$ cat config.mk
export PLATFORM = sky130hd
export DESIGN_NAME = hec_global_ctrl
export DESIGN_NICKNAME = d
export VERILOG_FILES = /design/src/hec_pkg.sv /design/src/hec_global_ctrl.sv
export VERILOG_INCLUDE_DIRS = /design/src /design/src/src
export SDC_FILE = /design/constraint.sdc
export NUM_CORES = 1
export LEC_CHECK = 0
export BUFFER_PORTS_ARGS = -buffer_cell sky130_fd_sc_hd__buf_2
export CORE_MARGIN = 2
export CORE_UTILIZATION = 44
export CTS_CLUSTER_DIAMETER = 150
export DETAILED_ROUTE_END_ITERATION = 7
export PLACE_DENSITY = 0.72
export SLEW_MARGIN = 20
export SYNTH_ARGS = -nofsm -noshare
export SYNTH_HDL_FRONTEND = slang
export SYNTH_SLANG_ARGS = --single-unit
$ cat constraint.sdc
create_clock -name clk -period 6.1 [get_ports clk]
set_input_delay 0.305 -clock clk [delete_from_list [all_inputs] [get_ports clk]]
set_output_delay 0.305 -clock clk [all_outputs]
set_load 0.05 [all_outputs]
$ cat src/hec_map.svh
// Register indices, field positions, reset values and build constants of the error-check control block.
`ifndef HEC_MAP_SVH
`define HEC_MAP_SVH
// Special-register indices; the values are arbitrary.
`define HEC_IDX_CAP 8'h00
`define HEC_IDX_STATUS 8'h01
`define HEC_IDX_ENABLE 8'h02
`define HEC_IDX_LEG_TYPE 8'h03
`define HEC_IDX_LEG_ADDR 8'h04
// Capability field positions.
`define HEC_CAP_CNT_LSB 0
`define HEC_CAP_CTLP_BIT 8
`define HEC_CAP_EXTP_BIT 9
`define HEC_CAP_TESP_BIT 11
`define HEC_CAP_EXTCNT_LSB 16
// Status field positions.
`define HEC_ST_RESTART_PTR_VALID_BIT 0
`define HEC_ST_ERROR_PTR_VALID_BIT 1
`define HEC_ST_INPROG_BIT 2
// Build figures.
`define HEC_BANK_COUNT 8'h05
`define HEC_EXT_COUNT 8'h00
`define HEC_CTL_PRESENT 1'h1
`define HEC_EXT_PRESENT 1'h0
`define HEC_TES_PRESENT 1'h1
// Error source count and reset values.
`define HEC_NUM_SRC 5
`define HEC_ZERO64 64'h0000000000000000
`define HEC_ONES64 64'hFFFFFFFFFFFFFFFF
`endif

$ cat src/hec_pkg.sv
// Types shared by the error-check control block.
package hec_pkg;
	// Register access request from the special-register instructions.
	typedef struct packed {
		logic rdEn;
		logic wrEn;
		logic [7:0] index;
		logic [63:0] wrData;
	} hec_req_s;
	// One reported error with its context.
	typedef struct packed {
		logic valid;
		logic [4:0] source;
		logic legacy;
		logic [15:0] legType;
		logic [63:0] addr;
		logic restartOk;
		logic ipRelated;
	} hec_err_s;
	// Controller state.
	typedef enum logic [1:0] {
		HEC_RUN = 2'b00,
		HEC_CAPTURE = 2'b01,
		HEC_RAISE = 2'b10,
		HEC_SHUTDOWN = 2'b11
	} hec_state_e;
endpackage : hec_pkg
$ cat src/hec_global_ctrl.sv
// Global control and status logic of the hardware error checking facility.
//
// Function
// - Detected error raises abort-class hardware exception.
// - Sources: bus, ECC, parity, cache, TLB.
// - Legacy mode reports read parity, failed cycles.
// - Legacy capture registers written before exception.
// - Captured information stays readable after exception.
// - Each bank tied to one unit group.
// - Registers reached only via special-register instructions.
// - Capability register read-only, writes ignored.
// - Capability bits 7:0 give bank count.
// - Capability bit 8 shows enable register present.
// - Capability bit 9 shows extended registers present.
// - Capability bit 11 makes status 56:53 architectural; bit 11 reads 1 here, but status 56:53 always read zero.
// - Capability bits 23:16 give extended count.
// - Status bit 0 flags reliable restart.
// - Status bit 1 flags error-related pointer.
// - Status bit 2 set on exception, software writable.
// - Second error while in progress means shutdown.
// - Enable register exists only when bit 8 set.
// - All ones enables, all zeros disables checking.
`timescale 1ns/1ns
`include "hec_map.svh"
module hec_global_ctrl
(
	// Clock and reset.
	input wire logic clk,
	input wire logic sys_rst,
	// Special-register instruction port.
	input wire hec_pkg::hec_req_s req,
	output logic rdValid,
	output logic [63:0] rdData,
	// Error sources: bus, ECC, parity, cache, TLB, one per bank group.
	input wire logic [`HEC_NUM_SRC-1:0] errDetect,
	// Legacy-mode errors: read parity and failed bus cycle.
	input wire logic legacyMode,
	input wire logic legParityErr,
	input wire logic legBusCycleErr,
	input wire logic [63:0] legErrAddr,
	// Context of the interrupted instruction.
	input wire logic restartOk,
	input wire logic ipRelated,
	// Exception and shutdown outputs.
	output logic hwErrorException,
	output logic shutdownReq
);
	// Status register bits.
	logic restartPtrValid;
	logic errorPtrValid;
	logic checkInProgress;
	// Global enable register; all ones after reset.
	logic [63:0] enableReg;
	// Legacy capture registers.
	logic [15:0] legacyErrorType;
	logic [63:0] legacyErrorAddress;
	// Controller state and pending error.
	hec_pkg::hec_state_e state;
	hec_pkg::hec_err_s pend;
	// Next values.
	logic next_restartPtrValid;
	logic next_errorPtrValid;
	logic next_checkInProgress;
	logic [63:0] next_enableReg;
	logic [15:0] next_legacyErrorType;
	logic [63:0] next_legacyErrorAddress;
	hec_pkg::hec_state_e next_state;
	hec_pkg::hec_err_s next_pend;
	logic next_rdValid;
	logic [63:0] next_rdData;
	logic next_hwErrorException;
	logic next_shutdownReq;
	// Two-stage synchronisers for error pins from other units' domains.
	logic [`HEC_NUM_SRC+2:0] syncA;
	logic [`HEC_NUM_SRC+2:0] syncB;
	// Checking active: enable register is all ones.
	logic checkEnabled;
	// Any synchronised error event.
	logic errEvent;
	logic legEvent;

	// Capability word is a constant; writes never touch it.
	function automatic logic [63:0] capWord();
		logic [63:0] w;
		w = `HEC_ZERO64;
		w[`HEC_CAP_CNT_LSB +: 8] = `HEC_BANK_COUNT;
		w[`HEC_CAP_CTLP_BIT] = `HEC_CTL_PRESENT;
		w[`HEC_CAP_EXTP_BIT] = `HEC_EXT_PRESENT;
		w[`HEC_CAP_TESP_BIT] = `HEC_TES_PRESENT;
		w[`HEC_CAP_EXTCNT_LSB +: 8] = `HEC_EXT_COUNT;
		return w;
	endfunction : capWord

	// Synchroniser flops; the first stage feeds only the second.
	always_ff @(posedge clk)
	begin
		syncA <= {legBusCycleErr, legParityErr, legacyMode, errDetect};
		syncB <= syncA;
	end

	// Derived terms from synchronised inputs.
	always_comb
	begin
		checkEnabled = (enableReg == `HEC_ONES64) || (`HEC_CTL_PRESENT == 1'h0);
		legEvent = syncB[`HEC_NUM_SRC] && (syncB[`HEC_NUM_SRC+1] || syncB[`HEC_NUM_SRC+2]);
		errEvent = checkEnabled && ((|syncB[`HEC_NUM_SRC-1:0]) || legEvent);
	end

	// Next-state, register and read logic.
	always_comb
	begin
		next_restartPtrValid = restartPtrValid;
		next_errorPtrValid = errorPtrValid;
		next_checkInProgress = checkInProgress;
		next_enableReg = enableReg;
		next_legacyErrorType = legacyErrorType;
		next_legacyErrorAddress = legacyErrorAddress;
		next_state = state;
		next_pend = pend;
		next_hwErrorException = 1'b0;
		next_shutdownReq = shutdownReq;
		next_rdValid = req.rdEn;
		next_rdData = `HEC_ZERO64;
		// Register reads through the special-register read instruction.
		unique case (req.index)
			`HEC_IDX_CAP: next_rdData = capWord();
			`HEC_IDX_STATUS:
			begin
				next_rdData[`HEC_ST_RESTART_PTR_VALID_BIT] = restartPtrValid;
				next_rdData[`HEC_ST_ERROR_PTR_VALID_BIT] = errorPtrValid;
				next_rdData[`HEC_ST_INPROG_BIT] = checkInProgress;
			end
			`HEC_IDX_ENABLE: next_rdData = enableReg;
			`HEC_IDX_LEG_TYPE: next_rdData[15:0] = legacyErrorType;
			`HEC_IDX_LEG_ADDR: next_rdData = legacyErrorAddress;
			default: next_rdData = `HEC_ZERO64;
		endcase
		if (!req.rdEn)
		begin
			next_rdData = `HEC_ZERO64;
		end
		// Register writes; capability writes are dropped.
		if (req.wrEn)
		begin
			if (req.index == `HEC_IDX_STATUS)
			begin
				next_restartPtrValid = req.wrData[`HEC_ST_RESTART_PTR_VALID_BIT];
				next_errorPtrValid = req.wrData[`HEC_ST_ERROR_PTR_VALID_BIT];
				next_checkInProgress = req.wrData[`HEC_ST_INPROG_BIT];
			end
			else if (req.index == `HEC_IDX_ENABLE && `HEC_CTL_PRESENT == 1'h1)
			begin
				next_enableReg = req.wrData;
			end
		end
		// Error handling sequence.
		unique case (state)
			hec_pkg::HEC_RUN:
			begin
				if (errEvent)
				begin
					next_pend.valid = 1'b1;
					next_pend.legacy = legEvent;
					next_pend.legType = {14'h0000, syncB[`HEC_NUM_SRC+2], syncB[`HEC_NUM_SRC+1]};
					next_pend.addr = legErrAddr;
					next_pend.restartOk = restartOk;
					next_pend.ipRelated = ipRelated;
					next_pend.source = syncB[`HEC_NUM_SRC-1:0];
					if (checkInProgress)
					begin
						next_state = hec_pkg::HEC_SHUTDOWN;
					end
					else
					begin
						next_state = hec_pkg::HEC_CAPTURE;
					end
				end
			end
			hec_pkg::HEC_CAPTURE:
			begin
				// Legacy capture happens a cycle ahead of the exception.
				if (pend.legacy)
				begin
					next_legacyErrorType = pend.legType;
					next_legacyErrorAddress = pend.addr;
				end
				next_state = hec_pkg::HEC_RAISE;
			end
			hec_pkg::HEC_RAISE:
			begin
				next_hwErrorException = 1'b1;
				next_checkInProgress = 1'b1;
				next_restartPtrValid = pend.restartOk;
				next_errorPtrValid = pend.ipRelated;
				next_pend.valid = 1'b0;
				next_state = hec_pkg::HEC_RUN;
			end
			hec_pkg::HEC_SHUTDOWN:
			begin
				next_shutdownReq = 1'b1;
			end
		endcase
	end

	// State registers with synchronous reset.
	always_ff @(posedge clk)
	begin
		if (sys_rst)
		begin
			restartPtrValid <= 1'b0;
			errorPtrValid <= 1'b0;
			checkInProgress <= 1'b0;
			enableReg <= `HEC_ONES64;
			legacyErrorType <= 16'h0000;
			legacyErrorAddress <= `HEC_ZERO64;
			state <= hec_pkg::HEC_RUN;
			pend <= '0;
			rdValid <= 1'b0;
			rdData <= `HEC_ZERO64;
			hwErrorException <= 1'b0;
			shutdownReq <= 1'b0;
		end
		else
		begin
			restartPtrValid <= next_restartPtrValid;
			errorPtrValid <= next_errorPtrValid;
			checkInProgress <= next_checkInProgress;
			enableReg <= next_enableReg;
			legacyErrorType <= next_legacyErrorType;
			legacyErrorAddress <= next_legacyErrorAddress;
			state <= next_state;
			pend <= next_pend;
			rdValid <= next_rdValid;
			rdData <= next_rdData;
			hwErrorException <= next_hwErrorException;
			shutdownReq <= next_shutdownReq;
		end
	end

	// The pulse is seen three edges after an accepted error: capture, raise, then the flop.
	property p_raise;
		@(posedge clk) disable iff (sys_rst)
		(state == hec_pkg::HEC_RUN && errEvent && !checkInProgress) |-> ##3 hwErrorException;
	endproperty
	a_raise: assert property (p_raise) else $error("exception not raised");
	// Exception sets the in-progress bit.
	property p_inprog;
		@(posedge clk) disable iff (sys_rst)
		hwErrorException |-> checkInProgress;
	endproperty
	a_inprog: assert property (p_inprog) else $error("in-progress not set");
	// Second error while in progress leads to shutdown, never an exception.
	property p_shut;
		@(posedge clk) disable iff (sys_rst)
		(state == hec_pkg::HEC_RUN && errEvent && checkInProgress) |-> (##2 shutdownReq)
		and (##1 (!hwErrorException) [*4]);
	endproperty
	a_shut: assert property (p_shut) else $error("no shutdown on nested error");
	// Legacy capture is visible when the exception fires.
	property p_legacy;
		@(posedge clk) disable iff (sys_rst)
		(hwErrorException && pend.legacy) |-> legacyErrorAddress == pend.addr;
	endproperty
	a_legacy: assert property (p_legacy) else $error("legacy capture late");
	// Capability read returns the constant word.
	property p_cap;
		@(posedge clk) disable iff (sys_rst)
		(req.rdEn && req.index == `HEC_IDX_CAP) |=> rdValid && rdData == capWord();
	endproperty
	a_cap: assert property (p_cap) else $error("capability read wrong");
	// Enable write of zeros disables new exceptions.
	property p_disable;
		@(posedge clk) disable iff (sys_rst)
		(enableReg == `HEC_ZERO64 && state == hec_pkg::HEC_RUN) |=> state == hec_pkg::HEC_RUN;
	endproperty
	a_disable: assert property (p_disable) else $error("disabled checking still acts");
	// Status read reflects restart bit.
	property p_restart_ptr_valid;
		@(posedge clk) disable iff (sys_rst)
		(req.rdEn && req.index == `HEC_IDX_STATUS && !req.wrEn && state != hec_pkg::HEC_RAISE)
		|=> rdData[`HEC_ST_RESTART_PTR_VALID_BIT] == restartPtrValid;
	endproperty
	a_restart_ptr_valid: assert property (p_restart_ptr_valid) else $error("status read wrong");
	// Error-pointer bit loads from context on exception.
	property p_error_ptr_valid;
		@(posedge clk) disable iff (sys_rst)
		hwErrorException |-> errorPtrValid == $past(pend.ipRelated);
	endproperty
	a_error_ptr_valid: assert property (p_error_ptr_valid) else $error("pointer bit wrong");
	// Every read request is answered on the next edge.
	property p_rdvalid;
		@(posedge clk) disable iff (sys_rst)
		req.rdEn |=> rdValid;
	endproperty
	a_rdvalid: assert property (p_rdvalid) else $error("read not answered");
	// Reset clears the restart, pointer and in-progress bits and the shutdown request.
	property p_rstclr;
		@(posedge clk)
		sys_rst |=> !restartPtrValid && !errorPtrValid && !checkInProgress && !shutdownReq;
	endproperty
	a_rstclr: assert property (p_rstclr) else $error("status not cleared by reset");
	// Main scenarios.
	c_raise: cover property (@(posedge clk) hwErrorException);
	c_shut: cover property (@(posedge clk) shutdownReq);
	c_legacy: cover property (@(posedge clk) hwErrorException && pend.legacy);
	c_ignored: cover property (@(posedge clk) !checkEnabled && (|syncB[`HEC_NUM_SRC-1:0]));
endmodule : hec_global_ctrl

==> results of run 1 <==
worst min-delay path: stages:
cell and delay [ns]:
buf_2 0.09, nand3_1 0.05, a21oi_1 0.05
what timing repair did:
item | CTS | global route
hold buffers | 8 | 0
hold endpoints to repair | 8 | 0
setup endpoints to repair | 0 | 0
per-layer routing:
metal	vias to the layer above	track usage	part of all wire
met5	-	0	0.00082
met4	4	0.0939	0.039
met3	75	0.0383	0.064
met2	340	0.361	0.46
met1	4260	0.318	0.44
li1	4311	-	-
per-stage QoR:
step	utilization	total power [uW]	hold slack, ns	setup WS, ns
floorplan	-	2650	0.310	4.14
global placement	0.501	2850	0.311	3.16
detailed placement	0.501	2870	0.312	3.13
CTS	0.549	4690	0.00357	3.12
global route	0.549	4860	0.0135	2.89
finish	0.549	4660	0.0143	3.04
state kept, by name, summed over array words and instances, names as in the netlist:
name	flops
state	2
checkInProgress	1
syncA	8
rdData	64
hwErrorException	1
shutdownReq	1
legacyErrorAddress	64
legacyErrorType	2
errorPtrValid	1
rdValid	1
syncB	8
enableReg	64
pend	69
restartPtrValid	1
layout by cell type (no fill, tap or decap), types with 6 or more instances in the layout:
| master | n |
|---|---|
| o21ai_0 | 67 |
| nand2_1 | 139 |
| clkbuf_16 | 29 |
| a22oi_1 | 59 |
| nand4_1 | 16 |
| dlygate4sd3_1 | 8 |
| and2_1 | 64 |
| inv_1 | 6 |
| clkinv_2 | 9 |
| clkbuf_8 | 9 |
| o21ai_1 | 8 |
| a211o_1 | 64 |
| buf_4 | 11 |
| a21oi_1 | 139 |
| dfxtp_1 | 287 |
| nand3_1 | 74 |
| buf_2 | 215 |
| nor2_1 | 70 |
cell type report:
| class | count | area (um2) |
|---|---|---|
| tap | 313 | 392 |
| timing repair buffer | 235 | 1250 |
| inverter | 6 | 22.5 |
| multi-input combinational | 742 | 4090 |
| clock buffer | 40 | 857 |
| fill | 2079 | 10300 |
| sequential | 287 | 5750 |
| clock inverter | 13 | 143 |
| antenna | 4 | 10.0 |
how the worst max path moves through the flow:
stage	cells after the start	from	end
after floorplan	7	req[69]	enableReg[10]$_SDFFE_PP1P_
after global routing	6	enableReg[16]$_SDFFE_PP1P_	pend[30]$_SDFFE_PP0P_
after CTS	6	enableReg[39]$_SDFFE_PP1P_	pend[26]$_SDFFE_PP0P_
final	6	enableReg[39]$_SDFFE_PP1P_	pend[25]$_SDFFE_PP0P_
after global placement	6	enableReg[39]$_SDFFE_PP1P_	pend[28]$_SDFFE_PP0P_
after detailed placement	6	enableReg[39]$_SDFFE_PP1P_	pend[26]$_SDFFE_PP0P_
synthesized netlist by cell type, types with 4 or more instances:
cell	n	area [um2]
nand3_1	76	380
nor2_1	70	263
nand2_1	140	526
a211o_1	64	561
dfxtp_1	287	5750
a211oi_1	4	30.0
buf_2	16	80.1
and2_1	66	413
a22oi_1	59	443
ha_1	4	50.1
o21ai_1	8	40.0
nor4_1	5	31.3
buf_6	8	90.1
inv_1	6	22.5
buf_1	8	30.0
a21oi_1	139	696
clkbuf_1	67	251
o21ai_0	67	335
and3_1	5	31.3
nand4_1	16	100
kinds of logic after synthesis:
family / after synthesis / share of synthesized area
buffers and inverters: 107 / 0.0475
adders and majority gates: 4 / 0.00486
AOI/OAI and AO/OA: 348 / 0.210
muxes: 2 / 0.00194
DFF: 287 / 0.558
and+or+nand+nor: 388 / 0.178
report_power, final:
part | internal [uW] | total [uW] | switching [uW]
combinational | 225 | 704 | 479
clock | 1100 | 1840 | 733
sequential | 2040 | 2120 | 82.2
==> flow_metrics.py, run 1 <==
metrics = {
    "status": {
        "status": "complete, no violations",
    },
    "timing": {
        "clock_skew_ns": 0.00794,
        "slew_headroom": 0.340,
        "setup_violations": 0,
        "setup_tns_ns": 0,
        "drv_slew": 0,
        "finalCritPeriodShare": 0.502,
        "worst_slew_pin_slew_ns": 0.990,
        "rsz0062_at_grt": "no",
        "hold_violations": 0,
        "max_freq_mhz": 327,
        "finalCriticalPeriod_ns": 3.06,
    },
    "pwr": {
        "peakVddDrop_uv": 273,
        "p_leak_uw": 0.00497,
        "power.density_nw_per_um2": 373,
    },
    "critical_path": {
        "critPathKind": "flop to flop",
        "required_ns": 6.47,
        "max_stage_delay_ns": 0.78,
        "crit_buf_inv": 1,
        "crit_arrival_ns": 3.43,
        "r2r_end": "pend[25]$_SDFFE_PP0P_",
        "end_kind": "flop",
        "worst_path_max_delay_cell": "nor4_1",
        "cpLargestDelayFamily": "simple AND/OR/NAND/NOR gates",
        "path_max_fanout": 37,
        "reg2reg_slack_ns": 3.04,
        "worstSetupStartpointType": "flop",
        "rr_worst_depth": 6,
        "r2r_start": "enableReg[39]$_SDFFE_PP1P_",
        "crit_path_cell_trace": "nand4_1 -> nor4_1 -> nand3_2 -> buf_4 -> o21ai_0 -> a21oi_1",
    },
    "placement": {
        "dp.cells": 1575,
        "dp_hpwl_um": 18500,
        "gp_congestion": 0.871,
        "portBuffers": 216,
        "placed_area_um2": 11400,
    },
    "cts": {
        "root_buffer": "clkbuf_16",
        "cts_buffers": 29,
        "ctsResizeCount": 0,
        "cts.sinks": 287,
        "htree_levels": 1,
        "cts_tree": "built",
        "insertion_delay_ns": 0.54,
        "post-cts-setup-buffers": 0,
        "clockBufferDepth": 3,
        "clk_pin_slew_ns": 0.07,
    },
    "logic_synthesis": {
        "yosys_most_used_dff": "dfxtp_1",
        "yosys_warnings": 0,
        "ys_seq_area_frac": 0.558,
        "synthCells": 1136,
        "syn-cell-area_um2": 10300,
        "synth_seq_cells": 287,
        "synth-edff-count": 0,
        "async_reset_ff_frac": 0,
        "avgSynthCellArea_um2": 9.07,
        "ys_types": 37,
        "synth_fp_nets": 1290,
    },
    "floorplan": {
        "start_util": 0.452,
        "core_region_area_um2": 22800,
        "die_h_um": 157,
        "die-area_um2": 24700,
        "die_w_um": 157,
        "num_rows": 55,
        "boundaryPins": 217,
    },
    "global_route": {
        "antenna_found_initial": 7,
        "grt_pass1_vias": 8298,
        "grt_max_degree": 111,
        "grt.overflow.total": 0,
        "grt_pass1_wl_um": 45100,
        "grt_use_total": 0.231,
    },
    "flow_run": {
        "maxCapViolations": 0,
    },
    "detailed_routing": {
        "first_pass_iters": 5,
        "finalWirelength_um": 29300,
        "dr_total_vias": 8990,
        "drc_errors": 0,
        "viasPerCell": 5.48,
        "drt_iter0_markers": 676,
        "wl_per_cell_um": 17.9,
        "ant_nets": 0,
    },
    "finish": {
        "area_growth_pct": 21.4,
        "nNetsFinal": 1455,
        "finalInstanceArea_um2": 12500,
        "drive_above_1_share": 0.220,
        "fin_cells": 1640,
    },
    "worst_hold_path": {
        "hold_depth": 3,
        "holdCritPathClass": "primary input to flop",
        "worstHoldStart": "legErrAddr[39]",
        "hold_path_end": "pend[41]$_SDFFE_PP0P_",
    },
}
No activity file was read; power rests on OpenSTA's default activity.
==> run 2, diff against run 1 <==
--- a/config.mk
+++ b/config.mk
@@ -6,12 +6,13 @@
 export SDC_FILE = /design/constraint.sdc
 export NUM_CORES = 1
 export LEC_CHECK = 0
+export ABC_AREA = 1
 export BUFFER_PORTS_ARGS = -buffer_cell sky130_fd_sc_hd__buf_2
 export CORE_MARGIN = 2
 export CORE_UTILIZATION = 44
 export CTS_CLUSTER_DIAMETER = 150
 export DETAILED_ROUTE_END_ITERATION = 7
-export PLACE_DENSITY = 0.72
+export PLACE_DENSITY = 0.74
 export SLEW_MARGIN = 20
 export SYNTH_ARGS = -nofsm -noshare
 export SYNTH_HDL_FRONTEND = slang
==> constraint.sdc (replaced) <==
create_clock -name clk -period 2.55 [get_ports clk]
set_input_delay 0.1275 -clock clk [delete_from_list [all_inputs] [get_ports clk]]
set_output_delay 0.1275 -clock clk [all_outputs]
set_load 0.05 [all_outputs]
==> run 2 against run 1 <==
Core utilization up 5.6 points. Clock-buffer cell count up 3. Critical endpoint is now enableReg[9]$_SDFFE_PP1P_. Wire length increased by 2.2%. Combinational power grew to 3.9 times the previous value. Register-to-register slack lost 2.7 ns. Total power increased to 2.7 times the previous value. First-iteration DRC count grew 2.1%. Design area is 14% higher.
==> flow_metrics.py, run 2 <==
metrics = {
    "status": {
        "status": "complete, no violations",
    },
    "pwr": {
        "power.density_nw_per_um2": 866,
        "p_leak_uw": 0.00641,
        "peakVddDrop_uv": 617,
    },
    "detailed_routing": {
        "finalWirelength_um": 30000,
        "drt_iter0_markers": 690,
        "first_pass_iters": 7,
        "ant_nets": 0,
        "viasPerCell": 4.98,
        "wl_per_cell_um": 14.7,
        "drc_errors": 0,
        "dr_total_vias": 10100,
    },
    "timing": {
        "worst_slew_pin_slew_ns": 0.792,
        "hold_violations": 0,
        "setup_tns_ns": 0,
        "max_freq_mhz": 449,
        "setup_violations": 0,
        "slew_headroom": 0.468,
        "worst_slack_ns": 0.323,
        "rsz0062_at_grt": "no",
        "finalCritPeriodShare": 0.873,
        "drv_slew": 0,
        "finalCriticalPeriod_ns": 2.23,
        "clock_skew_ns": 0.0240,
    },
    "finish": {
        "final_common_cell": "nand2_1",
        "area_growth_pct": 34.6,
        "fillers": 2002,
        "nNetsFinal": 1842,
        "fin_cells": 2032,
        "drive_above_1_share": 0.169,
        "most-common-layout-cells": "364 x nand2_1, 287 x dfxtp_1, 225 x nor2_1, 216 x buf_2, 150 x dlygate4sd3_1",
        "largest_reg_flops": 69,
        "top_register": "pend",
        "fin_util": 0.605,
    },
    "cts": {
        "cts_buffers": 29,
        "htree_levels": 1,
        "insertion_delay_ns": 0.56,
        "cts.sinks": 287,
        "clk_pin_slew_ns": 0.07,
        "cts_tree": "built",
        "clockBufferDepth": 3,
        "root_buffer": "clkbuf_16",
    },
    "logic_synthesis": {
        "async_reset_ff_frac": 0,
        "synthCells": 1374,
        "yosys-top-cells-area": "dfxtp_1 54%, nand2_1 13%, nor2_1 8.0%",
        "avgSynthCellArea_um2": 7.73,
        "yosys_warnings": 0,
        "synth_common_cells": "366 x nand2_1, 287 x dfxtp_1, 225 x nor2_1",
        "synth_fp_nets": 1528,
        "yosys.area_share.adder": 0.00471,
        "synth_seq_cells": 287,
        "ys_seq_area_frac": 0.541,
        "synth_xor_area_frac": 0,
        "synth_top_cell_area_share": 0.541,
        "synthMuxAreaShare": 0,
        "syn-cell-area_um2": 10600,
        "synth_largest_area_cell": "dfxtp_1",
        "yosys_most_used_dff": "dfxtp_1",
        "yosys.area_share.simple": 0.302,
        "synth_most_common_cell": "nand2_1",
        "synth_compound_area_frac": 0.102,
        "synth-edff-count": 0,
        "ys_types": 24,
        "synth_top_family_by_area": "simple AND/OR/NAND/NOR gates",
    },
    "critical_path": {
        "startpoint": "req[64]",
        "required_ns": 3.06,
        "rr_worst_depth": 10,
        "critPathKind": "primary input to flop",
        "r2r_start": "enableReg[51]$_SDFFE_PP1P_",
        "crit_arrival_ns": 2.73,
        "path_max_fanout": 63,
        "critPathCapture": "enableReg[9]$_SDFFE_PP1P_",
        "worstSetupStartpointType": "primary input",
        "reg2reg_slack_ns": 0.32,
        "end_kind": "flop",
        "r2r_end": "pend[11]$_SDFFE_PP0P_",
    },
    "global_route": {
        "grt_use_total": 0.230,
        "grt_use_met3": 0.0344,
        "antenna_found_initial": 3,
        "grt_pass1_wl_um": 48700,
        "grt.overflow.total": 0,
        "grt_util_met1": 0.293,
        "grt_max_degree": 79,
        "grtUsageMet2": 0.388,
        "grt_pass1_vias": 9750,
        "top_usage_layer": "met2",
    },
    "placement": {
        "gp_congestion": 0.845,
        "portBuffers": 216,
        "pre_cts_ws_ns": 0.340,
        "dp.cells": 1826,
        "dp_hpwl_um": 17500,
    },
    "floorplan": {
        "die-area_um2": 25400,
        "boundaryPins": 217,
        "die_w_um": 159,
        "num_rows": 56,
        "core_region_area_um2": 23600,
        "die_h_um": 159,
        "start_util": 0.450,
    },
    "worst_hold_path": {
        "holdCritPathClass": "primary input to flop",
    },
    "flow_run": {
        "maxCapViolations": 0,
    },
}
[run 2: cell count changes in the layout (fill, tap and decap cells not counted), sizes merged, moves of 59 or more]
| cell | before | now |
|---|---|---|
| a211o | 64 | 0 |
| a22oi | 59 | 0 |
| and2 | 66 | 0 |
| dlygate4sd3 | 8 | 150 |
| nand2 | 141 | 367 |
| nand3b | 0 | 68 |
| nor2 | 70 | 228 |
[run 2: worst max-delay path, stage by stage]
cell,delay [ns]
dlygate4sd3_1,0.56
buf_2,0.17
inv_1,0.10
nand2_2,0.08
nor2_4,0.10
inv_2,0.05
nor2_4,0.11
buf_4,0.58
nand2_1,0.16
nand3_1,0.13
dlygate4sd3_1,0.55
[run 2: worst min path at each step]
| stage | endpoint | start | cells past startpoint |
|---|---|---|---|
| 2_1_floorplan | syncA[0]$_DFF_P_ | errDetect[0] | 0 |
| 3_3_place_gp | syncA[0]$_DFF_P_ | errDetect[0] | 1 |
| 3_5_place_dp | syncA[3]$_DFF_P_ | errDetect[3] | 1 |
| 4_1_cts | checkInProgress$_SDFFE_PP0P_ | req[72] | 5 |
| 5_1_grt | checkInProgress$_SDFFE_PP0P_ | req[72] | 4 |
| 6_report | checkInProgress$_SDFFE_PP0P_ | req[72] | 5 |
[run 2: cell type report]
class	count	area, um2	share of cell area
flip-flops and latches	287	5750	0.402
multi-input cells	965	4360	0.305
repair buffers	380	2780	0.194
clock buffers	43	828	0.0580
well taps	319	399	0.0279
inverters	25	104	0.00727
clock inverters	11	72.6	0.00508
diodes	2	5.00	0.000350
[run 2: report_power, final]
| part | switching (uW) | internal (uW) | total (uW) |
|---|---|---|---|
| combinational | 1600 | 1170 | 2770 |
| sequential | 369 | 5230 | 5600 |
| clock | 1750 | 2260 | 4000 |
[run 2: metal layers]
metal / share of wire / wire [um] / vias up
li1: - / - / 5072
met3: 0.056 / 1680 / 100
met2: 0.47 / 14100 / 383
met4: 0.046 / 1380 / 0
met5: 0 / 0 / -
met1: 0.43 / 12800 / 4574
[run 2: cells by family after synthesis]
group,after synthesis
flip-flops,287
adder cells (fa/ha/maj),4
AND/OR/NAND/NOR,746
buffers and inverters,122
AO/OA/AOI/OAI,215
[run 2: through the flow]
stage	hold WS [ns]	power (uW)	cell area, um2
after detailed placement	0.231	8260	11900
after global placement	0.230	8180	11900
after CTS	0.0145	12400	14300
after global routing	0.0780	13100	14300
final	0.0344	12400	14300
after floorplan	0.155	7550	10600
[run 2: repair_timing]
| item | 4_1_cts | 5_1_grt |
|---|---|---|
| hold buffers | 150 | 0 |
| buffers inserted | 0 | 0 |
| gates resized for setup | 0 | 1 |
| endpoints found under the hold margin | 146 | 0 |
| setup endpoints to repair | 0 | 7 |
